`config.mk`:
```
export PLATFORM = sky130hd
export DESIGN_NAME = drds_sequencer
export DESIGN_NICKNAME = d
export VERILOG_FILES = /design/src/design/drds_pkg.sv /design/src/design/drds_sequencer.sv
export SDC_FILE = /design/constraint.sdc
export NUM_CORES = 1
export LEC_CHECK = 0
export ABC_AREA = 1
export BUFFER_PORTS_ARGS = -buffer_cell sky130_fd_sc_hd__buf_4
export CAP_MARGIN = 20
export CORE_MARGIN = 3
export CORE_UTILIZATION = 52
export DETAILED_ROUTE_END_ITERATION = 6
export PLACE_DENSITY_LB_ADDON = 0.12
export SKIP_LAST_GASP = 1
export SLEW_MARGIN = 40
export SYNTH_ARGS = -nofsm -noshare
export SYNTH_HDL_FRONTEND = slang
export SYNTH_SLANG_ARGS = --single-unit
```
`constraint.sdc`:
```
create_clock -name clk -period 11.98 [get_ports clk]
set_input_delay 1.198 -clock clk [delete_from_list [all_inputs] [get_ports clk]]
set_output_delay 1.198 -clock clk [all_outputs]
set_load 0.05 [all_outputs]
```
`src/design/drds_pkg.sv`:
```
// Purpose: constants and carriers for the read-data sequencer
// Assumes: 10 MHz controller clock
// Notes: status bit positions follow the result-phase layout
package drds_pkg;
  localparam int CMD_BYTES = 9;
  localparam int CLK_MHZ = 10;
  localparam int TICK_US = 1000;
  localparam int TICK_CYC = TICK_US * CLK_MHZ;
  localparam int OVR_FM_US = 27;
  localparam int OVR_MFM_US = 13;
  localparam logic [8:0] OVR_FM_CYC = 9'(OVR_FM_US * CLK_MHZ);
  localparam logic [8:0] OVR_MFM_CYC = 9'(OVR_MFM_US * CLK_MHZ);
  localparam logic [7:0] HLT_STEP_MS = 8'h02;
  localparam logic [7:0] HUT_STEP_MS = 8'h10;
  // command byte indices
  localparam int CB_OPC = 0;
  localparam int CB_SEL = 1;
  localparam int CB_CYL = 2;
  localparam int CB_HEAD = 3;
  localparam int CB_SECT = 4;
  localparam int CB_SIZE = 5;
  localparam int CB_LAST = 6;
  localparam int CB_DTL = 8;
  // command field positions
  localparam int OPC_TWO_SIDE = 7;
  localparam int OPC_DENSITY = 6;
  localparam int OPC_BYPASS = 5;
  localparam int SEL_HEAD = 2;
  // status field positions and values
  localparam logic [1:0] IC_NORMAL = 2'h0;
  localparam logic [1:0] IC_ABNORMAL = 2'h1;
  localparam int ST1_EN = 7;
  localparam int ST1_DE = 5;
  localparam int ST1_OR = 4;
  localparam int ST1_ND = 2;
  localparam int ST2_CM = 6;
  localparam int ST2_DD = 5;
  // sectors per side by size code class
  localparam logic [7:0] MAXSEC_SMALL = 8'h1A;
  localparam logic [7:0] MAXSEC_MID = 8'h0F;
  localparam logic [7:0] MAXSEC_BIG = 8'h08;
  localparam logic [7:0] FIRST_SECTOR = 8'h01;

  typedef struct packed {
    logic [7:0] cyl;
    logic [7:0] head;
    logic [7:0] sector;
    logic [7:0] size;
  } drds_id_t;

  typedef struct packed {
    logic [7:0] st0;
    logic [7:0] st1;
    logic [7:0] st2;
    drds_id_t id;
  } drds_result_t;
endpackage

```
`src/design/drds_sequencer.sv`:
```
// Purpose: execution logic of the read-data command of a floppy controller
// Assumes: disk read path delivers decoded id fields, marks, bytes and crc results
// Notes: one command at a time; result held until result_ack
`timescale 1ns/10ps
module drds_sequencer #(
  parameter int TICK_CYCLES = drds_pkg::TICK_CYC
) (
  input wire logic clk,
  input wire logic reset,
  input wire logic cmd_byte_valid,
  input wire logic [7:0] cmd_byte,
  input wire logic dma_mode,
  input wire logic [6:0] head_load_code,
  input wire logic [3:0] head_unload_code,
  input wire logic host_read,
  input wire logic terminal_count,
  input wire logic result_ack,
  input wire logic index_pulse,
  input wire logic id_valid,
  input wire drds_pkg::drds_id_t id_in,
  input wire logic id_crc_ok,
  input wire logic data_mark_valid,
  input wire logic data_mark_deleted,
  input wire logic disk_byte_valid,
  input wire logic [7:0] disk_byte,
  input wire logic data_end,
  input wire logic data_crc_ok,
  output logic head_load_r,
  output logic density_select_r,
  output logic [7:0] host_data_r,
  output logic dma_request_r,
  output logic host_interrupt_r,
  output logic host_request_bit_r,
  output logic transfer_direction_bit_r,
  output logic result_valid_r,
  output drds_pkg::drds_result_t result_r
);
  import drds_pkg::*;

  typedef enum logic [2:0] {S_IDLE, S_CMD, S_SETTLE, S_SEARCH, S_MARK, S_DATA, S_SKIP, S_RESULT} drds_state_t;

  drds_state_t state_r;
  logic [7:0] cmd_mem [CMD_BYTES];
  logic [3:0] cmd_cnt_r;
  drds_id_t cur_r;
  logic [7:0] st1_r;
  logic [7:0] st2_r;
  logic [1:0] ic_r;
  logic tc_seen_r;
  logic idx_seen_r;
  logic deleted_r;
  logic [12:0] byte_cnt_r;
  logic pend_r;
  logic [8:0] ovr_cnt_r;
  logic [13:0] tick_cnt_r;
  logic tick;
  logic [7:0] ms_cnt_r;
  logic settle_done;
  logic unload_done;
  logic pass_byte;
  logic overrun;
  logic last_hit;
  logic side_flip;
  logic [7:0] eff_last;
  logic two_side;
  logic bypass;

  // sector cap per side from density and size code
  function automatic logic [7:0] max_sectors(input logic dens, input logic [7:0] n);
    logic [7:0] cls;
    cls = dens ? n - 8'h01 : n;
    case (cls)
      8'h00: max_sectors = MAXSEC_SMALL;
      8'h01: max_sectors = MAXSEC_MID;
      default: max_sectors = MAXSEC_BIG;
    endcase
  endfunction

  assign two_side = cmd_mem[CB_OPC][OPC_TWO_SIDE];
  assign bypass = cmd_mem[CB_OPC][OPC_BYPASS];
  always_comb begin
    eff_last = max_sectors(density_select_r, cur_r.size);
    if (cmd_mem[CB_LAST] < eff_last) begin
      eff_last = cmd_mem[CB_LAST];
    end
  end
  assign last_hit = (cur_r.sector == eff_last);
  assign side_flip = last_hit && two_side && !cur_r.head[0];

  // bytes past the short length stay off the bus when size code is zero
  assign pass_byte = (state_r == S_DATA) && disk_byte_valid && !tc_seen_r && !terminal_count
    && ((cur_r.size != 8'h00) || (byte_cnt_r < {5'h00, cmd_mem[CB_DTL]}));
  assign overrun = pend_r && ((ovr_cnt_r == 9'h000) || pass_byte);

  always_ff @(posedge clk or posedge reset) begin
    if (reset) begin
      cmd_cnt_r <= 4'h0;
      for (int i = 0; i < CMD_BYTES; i++) begin
        cmd_mem[i] <= 8'h00;
      end
    end else if (state_r == S_IDLE || state_r == S_CMD) begin
      if (cmd_byte_valid) begin
        cmd_mem[cmd_cnt_r] <= cmd_byte;
        cmd_cnt_r <= (cmd_cnt_r == 4'(CMD_BYTES - 1)) ? 4'h0 : cmd_cnt_r + 4'h1;
      end
    end
  end

  always_ff @(posedge clk or posedge reset) begin
    if (reset) begin
      density_select_r <= 1'b0;
    end else if (state_r == S_CMD && cmd_byte_valid && cmd_cnt_r == 4'(CMD_BYTES - 1)) begin
      density_select_r <= cmd_mem[CB_OPC][OPC_DENSITY];
    end
  end

  // millisecond enable, free running
  always_ff @(posedge clk or posedge reset) begin
    if (reset) begin
      tick_cnt_r <= 14'h0000;
    end else begin
      tick_cnt_r <= tick ? 14'h0000 : tick_cnt_r + 14'h0001;
    end
  end
  assign tick = (tick_cnt_r == 14'(TICK_CYCLES - 1));

  // one ms counter serves both settle and unload; they never overlap
  always_ff @(posedge clk or posedge reset) begin
    if (reset) begin
      ms_cnt_r <= 8'h00;
    end else if (state_r == S_SETTLE || (state_r == S_IDLE && head_load_r)) begin
      if (tick) begin
        ms_cnt_r <= ms_cnt_r + 8'h01;
      end
    end else begin
      ms_cnt_r <= 8'h00;
    end
  end
  assign settle_done = (ms_cnt_r >= 8'({head_load_code, 1'b0}));
  assign unload_done = ({4'h0, ms_cnt_r} >= 12'(head_unload_code) * {4'h0, HUT_STEP_MS});

  always_ff @(posedge clk or posedge reset) begin
    if (reset) begin
      head_load_r <= 1'b0;
    end else if (state_r == S_SETTLE) begin
      head_load_r <= 1'b1;
    end else if (state_r == S_IDLE && head_load_r && unload_done && !cmd_byte_valid) begin
      head_load_r <= 1'b0;
    end
  end

  // host byte path
  always_ff @(posedge clk or posedge reset) begin
    if (reset) begin
      host_data_r <= 8'h00;
      pend_r <= 1'b0;
      dma_request_r <= 1'b0;
      host_interrupt_r <= 1'b0;
    end else if (pass_byte) begin
      host_data_r <= disk_byte;
      pend_r <= 1'b1;
      dma_request_r <= dma_mode;
      host_interrupt_r <= !dma_mode;
    end else if (host_read || state_r == S_RESULT) begin
      pend_r <= 1'b0;
      dma_request_r <= 1'b0;
      host_interrupt_r <= 1'b0;
    end
  end

  always_ff @(posedge clk or posedge reset) begin
    if (reset) begin
      ovr_cnt_r <= 9'h000;
    end else if (pass_byte) begin
      ovr_cnt_r <= density_select_r ? OVR_MFM_CYC : OVR_FM_CYC;
    end else if (pend_r && ovr_cnt_r != 9'h000) begin
      ovr_cnt_r <= ovr_cnt_r - 9'h001;
    end
  end

  always_ff @(posedge clk or posedge reset) begin
    if (reset) begin
      host_request_bit_r <= 1'b1;
      transfer_direction_bit_r <= 1'b0;
    end else begin
      host_request_bit_r <= (state_r == S_IDLE) || (state_r == S_CMD && !(cmd_byte_valid && cmd_cnt_r == 4'h8))
        || (state_r == S_RESULT) || pass_byte || (pend_r && !host_read);
      transfer_direction_bit_r <= !(state_r == S_IDLE)
        && !(state_r == S_CMD && !(cmd_byte_valid && cmd_cnt_r == 4'h8));
    end
  end

  // sequencing, target id and status
  always_ff @(posedge clk or posedge reset) begin
    if (reset) begin
      state_r <= S_IDLE;
      cur_r <= '0;
      st1_r <= 8'h00;
      st2_r <= 8'h00;
      ic_r <= IC_NORMAL;
      tc_seen_r <= 1'b0;
      idx_seen_r <= 1'b0;
      deleted_r <= 1'b0;
      byte_cnt_r <= 13'h0000;
      result_valid_r <= 1'b0;
    end else begin
      if (terminal_count && state_r != S_IDLE && state_r != S_CMD && state_r != S_RESULT) begin
        tc_seen_r <= 1'b1;
      end
      case (state_r)
        S_IDLE: state_r <= cmd_byte_valid ? S_CMD : S_IDLE;
        S_CMD: begin
          if (cmd_byte_valid && cmd_cnt_r == 4'(CMD_BYTES - 1)) begin
            cur_r <= {cmd_mem[CB_CYL], cmd_mem[CB_HEAD], cmd_mem[CB_SECT], cmd_mem[CB_SIZE]};
            st1_r <= 8'h00;
            st2_r <= 8'h00;
            ic_r <= IC_NORMAL;
            tc_seen_r <= 1'b0;
            idx_seen_r <= 1'b0;
            state_r <= head_load_r ? S_SEARCH : S_SETTLE;
          end
        end
        S_SETTLE: begin
          if (settle_done) begin
            state_r <= S_SEARCH;
          end
        end
        S_SEARCH: begin
          if (tc_seen_r) begin
            state_r <= S_RESULT;
            result_valid_r <= 1'b1;
          end else if (id_valid && id_in.sector == cur_r.sector) begin
            idx_seen_r <= 1'b0;
            if (!id_crc_ok) begin
              st1_r[ST1_DE] <= 1'b1;
              ic_r <= IC_ABNORMAL;
              state_r <= S_RESULT;
              result_valid_r <= 1'b1;
            end else begin
              state_r <= S_MARK;
            end
          end else if (index_pulse) begin
            idx_seen_r <= 1'b1;
            if (idx_seen_r) begin
              st1_r[ST1_ND] <= 1'b1;
              ic_r <= IC_ABNORMAL;
              state_r <= S_RESULT;
              result_valid_r <= 1'b1;
            end
          end
        end
        S_MARK: begin
          if (data_mark_valid) begin
            byte_cnt_r <= 13'h0000;
            deleted_r <= data_mark_deleted;
            state_r <= (data_mark_deleted && bypass) ? S_SKIP : S_DATA;
          end
        end
        S_DATA, S_SKIP: begin
          if (disk_byte_valid && byte_cnt_r != 13'h1FFF) begin
            byte_cnt_r <= byte_cnt_r + 13'h0001;
          end
          if (overrun) begin
            st1_r[ST1_OR] <= 1'b1;
            ic_r <= IC_ABNORMAL;
            state_r <= S_RESULT;
            result_valid_r <= 1'b1;
          end else if (data_end) begin
            if (!data_crc_ok) begin
              st1_r[ST1_DE] <= 1'b1;
              st2_r[ST2_DD] <= 1'b1;
              ic_r <= IC_ABNORMAL;
              state_r <= S_RESULT;
              result_valid_r <= 1'b1;
            end else if (deleted_r && state_r == S_DATA) begin
              st2_r[ST2_CM] <= 1'b1;
              ic_r <= IC_ABNORMAL;
              state_r <= S_RESULT;
              result_valid_r <= 1'b1;
            end else begin
              // advance the target id past the finished sector
              cur_r.sector <= last_hit ? FIRST_SECTOR : cur_r.sector + 8'h01;
              if (last_hit && two_side) begin
                cur_r.head[0] <= !cur_r.head[0];
              end
              if (last_hit && !side_flip) begin
                cur_r.cyl <= cur_r.cyl + 8'h01;
              end
              if (tc_seen_r || terminal_count) begin
                state_r <= S_RESULT;
                result_valid_r <= 1'b1;
              end else if (last_hit && !side_flip) begin
                st1_r[ST1_EN] <= 1'b1;
                ic_r <= IC_ABNORMAL;
                state_r <= S_RESULT;
                result_valid_r <= 1'b1;
              end else begin
                state_r <= S_SEARCH;
              end
            end
          end
        end
        S_RESULT: begin
          if (result_ack) begin
            result_valid_r <= 1'b0;
            state_r <= S_IDLE;
          end
        end
        default: begin
          state_r <= S_IDLE;
        end
      endcase
    end
  end

  // result fields are the live target id and status flops
  assign result_r.st0 = {ic_r, 3'h0, cur_r.head[0], cmd_mem[CB_SEL][1:0]};
  assign result_r.st1 = st1_r;
  assign result_r.st2 = st2_r;
  assign result_r.id = cur_r;
endmodule

```
# Word level (Yosys, flattened, before mapping)

Index checks and enable logic that the tools add are counted.

Bits in registers: 182
Bits of input ports: 74
Output and inout port bits: 71
Word-level logic and storage cells: 292

$add $sub $neg: 8
Magnitude comparators: 6
Eq/ne operators: 47
Multiplexer cells: 113
Bitwise logic cells: 1
Reductions and logical operators: 78

Operators by type and width:

| kind                    | count |
|---|---|
| $mux W8                 | 12 |
| $bwmux W72              | 1 |
| $mux W9                 | 7 |
| $ne A2 B2 Y1 const B    | 22 |
| $mux W1                 | 43 |
| $mux W3                 | 14 |
| $demux W8 S4            | 1 |
| $mux W2                 | 16 |
| $mux W32                | 1 |
| $reduce_and A7 Y1       | 4 |
| $logic_and A1 B1 Y1     | 26 |
| $mux W13                | 2 |
| $pmux W13 S2            | 1 |
| $add A8 B1 Y8 const B   | 3 |
| $pmux W3 S7             | 1 |
| $pmux W9 S2             | 1 |
| $reduce_and A6 Y1       | 3 |
| $eq A8 B8 Y1            | 2 |
| $ge A8 B8 Y1            | 2 |
| $pmux W8 S2             | 1 |
| $reduce_and A8 Y1       | 2 |
| $ne A3 B3 Y1 const B    | 5 |
| $add A14 B1 Y14 const B | 1 |
| $eq A14 B14 Y1 const B  | 1 |
| 42 further kinds        | 81 |

# Longest topological paths before layout

Depth in word-level cells: 18
Depth in mapped cells: 27
Gate-level depth less buffers: 27

# Worst setup path after synthesis

No wires, ideal clock.

Path kind: flip-flop to flip-flop
Start: register cur_r, in the netlist result_r[0]
End: register cur_r, in the netlist result_r[25]
Library setup time: 0.123 ns
Arrival time: 3.363 ns
Required time: 11.857 ns
Path slack: 8.494 ns
Cell stages (with the launch flop): 22
Buffers on the path: 1
Clock period less this slack: 3.486 ns
Cell sequence: dfrtp_1 inv_1 ha_1 nand3_1 nand2_1 clkinv_1 nand3_1 nor3b_1 and2_1 inv_1 ha_1 nor4_4 nand2_1 a21oi_1 nand3_2 nor2_4 nand3_4 nand2_4 nand2_4 buf_6 nand2_1 o21ai_2

Longest elaborated chain between the ends: 13
Elaborated cells between the ends (all ways): 20
Classes of those cells: add/sub: 1; order compare: 1; eq/ne: 4; mux: 3; reduce/logical: 11

Ends and longest elaborated chain:

| what                                                    | RTL line              | text |
|---|---|---|
| start, declared                                         | drds_sequencer.sv:45  | `drds_id_t cur_r;` |
| start signal, assigned                                  | drds_sequencer.sv:214 | `cur_r <= {cmd_mem[CB_CYL], cmd_mem[CB_HEAD], cmd_mem[CB_SECT], cmd_mem[CB_SIZE]};` |
| $sub A8 B1 Y8                                           | drds_sequencer.sv:71  | `cls = dens ? n - 8'h01 : n;` |
| $mux W8                                                 | drds_sequencer.sv:71  |  |
| $eq A8 B1 Y1 / $logic_not A8 Y1 (equally long branches) | drds_sequencer.sv:72  | `case (cls)` |
| $pmux W5 S2                                             | drds_sequencer.sv:72  |  |
| $lt A8 B8 Y1                                            | drds_sequencer.sv:83  | `if (cmd_mem[CB_LAST] < eff_last) begin` |
| $mux W8                                                 | drds_sequencer.sv:83  |  |
| $eq A8 B8 Y1                                            | drds_sequencer.sv:87  | `assign last_hit = (cur_r.sector == eff_last);` |
| $logic_and A1 B1 Y1 (2 in series)                       | drds_sequencer.sv:88  | `assign side_flip = last_hit && two_side && !cur_r.head[0];` |
| $logic_not A1 Y1                                        | drds_sequencer.sv:286 | `if (last_hit && !side_flip) begin` |
| $logic_and A1 B1 Y1                                     | drds_sequencer.sv:286 |  |
| $ne A2 B2 Y1 (no line)                                  | -                     |  |
| $reduce_and A7 Y1 (no line) *                           | -                     |  |

Every way passes the cells marked *; elsewhere a longest branch is shown, timed or not.
A chain may end at the register's enable or synchronous reset.

# Worst setup path after layout

Start: register byte_cnt_r[4]
End: register cur_r, in the netlist result_r[27]

Longest elaborated chain between the ends: 7

Ends and longest elaborated chain:

| what                        | RTL line              | text |
|---|---|---|
| start, declared             | drds_sequencer.sv:52  | `logic [12:0] byte_cnt_r;` |
| start signal, assigned      | drds_sequencer.sv:261 | `byte_cnt_r <= byte_cnt_r + 13'h0001;` |
| $lt A13 B8 Y1               | drds_sequencer.sv:92  | `&& ((cur_r.size != 8'h00) \|\| (byte_cnt_r < {5'h00, cmd_mem[CB_DTL]}));` |
| $logic_or A1 B1 Y1          | drds_sequencer.sv:92  |  |
| $logic_and A1 B1 Y1         | drds_sequencer.sv:92  |  |
| $logic_or A1 B1 Y1          | drds_sequencer.sv:93  | `assign overrun = pend_r && ((ovr_cnt_r == 9'h000) \|\| pass_byte);` |
| $logic_and A1 B1 Y1         | drds_sequencer.sv:93  |  |
| $ne A2 B2 Y1 (no line)      | -                     |  |
| $reduce_and A7 Y1 (no line) | -                     |  |

No other way between the ends.

==> results.tsv <==
metric	value	unit
syn_inst	1086	
yosysTopAreaCell	dfrtp_1	
fin_area	10200	µm²
clk-insertion-delay-late	0.42	ns
synthFlopType	dfrtp_1	
synth-edff-count	0	
grt_usage	22.6	%
cts-resized-gates	0	
boundaryPins	145	
drive_above_1_share	14.8	%
layout.cells.non_filler	1418	
clock_sinks	162	
hpwl	14.4	mm
vias	7332	
synth_area	8650	µm²
ys_types	54	
first_pass_iters	7	
power	2590	µW
grt_max_degree	109	
place_inst	1386	
die_area	18200	µm²
nets	1295	
tightest_slew	0.783	ns
post-cts-setup-buffer-count	0	
startpoint_type	flip-flop	
hold_violations	0	
io_buffers	106	
crit_type	flip-flop to flip-flop	
fillers	1431	
route.detailed.drc	0	
synth.top_cell.area_share	46.6	%
ant_nets	0	
area_growth_syn_to_layout	17.9	%
wl	19.9	mm
status	finished clean	
finalCriticalPeriod	3.80	ns
final_cell_mix	nand2_1 (220), dfrtp_1 (161), inv_1 (159)	
grt_pass1_wl	33.0	mm
cts_tree	yes	
core	16100	µm²
hold_class	flip-flop to flip-flop	
irDropWorstVdd	0.135	mV
clk_pin_slew	0.06	ns
drv_slew	0	
async_reset_ff_share	100	%
antenna_found_initial	0	
yosysWarnings	0	
skew	0.00723	ns
relSlewSlack	47.7	%
setup_viol	0	
critical_path.cell_chain	ha_1 > nand2_1 > inv_1 > nand4_1 > o211ai_1 > a21oi_1 > nor2_1 > o21ai_1 > nand2_1 > nand3_1 > nand2_1 > a21oi_1 > nand2_1 > nand2_1 > inv_1 > nand2_2 > inv_1 > nand2_4 > nor2_1 > a21oi_2	
die_h	135	µm
rsz0062_at_grt	false	
power_density	254	nW/µm²
drv_cap	0	
cpPeakStageDelay	0.57	ns
slowest_stage	a21oi_1	
drt_first_iter_violations	508	
cts_htree_levels	4	
ctsHoldBuffers	0	
critPathArrivalTime	4.15	ns
ys_seq_area_share	46.9	%
setup_tns	0	ns
rows	46	
cts_made_buffers	17	
antenna_cells	0	
dp_worst_setup_slack	7.91	ns
worstPathMaxFanout	21	
required	12.33	ns
routabilityCongestion	0.887	
vias_per_cell	5.17	
root_buffer	clkbuf_16	
grt_pass1_vias	6779	
ys_ff_latch	162	
worstSetupEndpointType	flip-flop	
setup_slack	8.18	ns
max_freq	0.263	GHz
leakage	0.00506	µW
dpl_cell_area	9580	µm²
fin_crit_sh	31.8	%
postSynthAreaPerCell	7.97	µm²
initial_core_util	53.9	%
path_common_cell	nand2_1	
synthTopCellsByArea	dfrtp_1 (47%), nand2_1 (9.5%), inv_1 (6.9%)	
startpoint	byte_cnt_r[4]$_DFFE_PP0P_	
min-delay-start	tick_cnt_r[0]$_DFF_PP0_	
rr_startpoint	byte_cnt_r[4]$_DFFE_PP0P_	
overflow	0	
layout_commonest_cell	nand2_1	
detail_route.wl_per_cell	14.1	µm
die_w	135	µm
clockBufferDepth	2	
## state kept, by name, summed over array words and instances (netlist names), 2 cells and up
name,flops
ovr_cnt_r,9
st1_r,4
st2_r,2
cmd_mem,50
state_r,3
result_r,34
cmd_cnt_r,4
tick_cnt_r,14
host_data_r,8
byte_cnt_r,13
ms_cnt_r,8
## final cells by class
cell class | count | area, µm² | area share (%)
flip-flops and latches | 162 | 4060 | 39.7
multi-input cells | 734 | 3820 | 37.5
repair buffers | 110 | 826 | 8.09
inverters | 164 | 623 | 6.11
clock buffers | 23 | 478 | 4.68
well taps | 216 | 270 | 2.65
clock inverters | 9 | 129 | 1.26
## per-stage QoR
step	util, %	hold WS (ns)
after global routing	63.5	0.486
after CTS	63.5	0.471
after global placement	59.6	0.455
after detailed placement	59.7	0.460
final	63.5	0.465
after floorplan	-	0.433
## routing by layer
layer,share of wire [%],up-vias,track usage (%)
li1,-,3722,-
met1,48,3412,33.0
met2,46,178,34.8
met3,4.5,20,3.91
met4,1.4,0,6.38
met5,0,-,0
## critical path, delay by kind of cell (launching register included)
family / cells / cell delay [ns]
buffers and inverters: 3 / 0.28
adders and majority gates: 1 / 0.30
and+or+nand+nor: 11 / 1.68
DFF: 1 / 0.40
AOI/OAI and AO/OA: 5 / 1.05
## Yosys cell counts, drive strengths merged (3+ instances only)
cell,instances
xor2,11
a22o,3
dfrtp,161
o21ai,91
inv,163
o211ai,6
or2,3
buf,26
nand4,14
nand2,230
o22ai,4
nor2,118
clkbuf,13
ha,32
nor4,10
nor3,30
a22oi,9
a21oi,76
o21a,6
nand3,58
## cell families (layout without fill, tap and decap cells)
kind of cell	Yosys count	in the layout	share of synthesized area, %
and+or+nand+nor	467	467	23.8
xor gates and xnor gates	13	13	1.32
other	1	14	0.0433
adders and majority gates	32	32	4.63
DFF	162	162	46.9
buffers and inverters	203	306	9.75
AOI/OAI and AO/OA	208	208	13.6
## path summary, 6_finish.rpt
check / endpoint / slack (ns) / cells after the start
hold / removal: tick_cnt_r[0]$_DFF_PP0_ / 0.47 / 1
max in group asynchronous: result_r[26]$_DFFE_PP0P_ / 9.87 / 3
setup / recovery: result_r[27]$_DFFE_PP0P_ / 8.18 / 20
min in group asynchronous: cmd_mem[30]$_DFFE_PP0P_ / 0.93 / 2
setup reg to reg: result_r[27]$_DFFE_PP0P_ / 8.18 / 20
hold reg to reg: tick_cnt_r[0]$_DFF_PP0_ / 0.47 / 1
## power by group
part,switching [µW],leakage [µW],total (µW),internal [µW]
logic,790,0.00276,1150,361
clock network,214,0.000293,558,344
registers,145,0.00201,879,735
total,1150,0.00506,2590,1440
No activity file was read; power rests on OpenSTA's default activity.
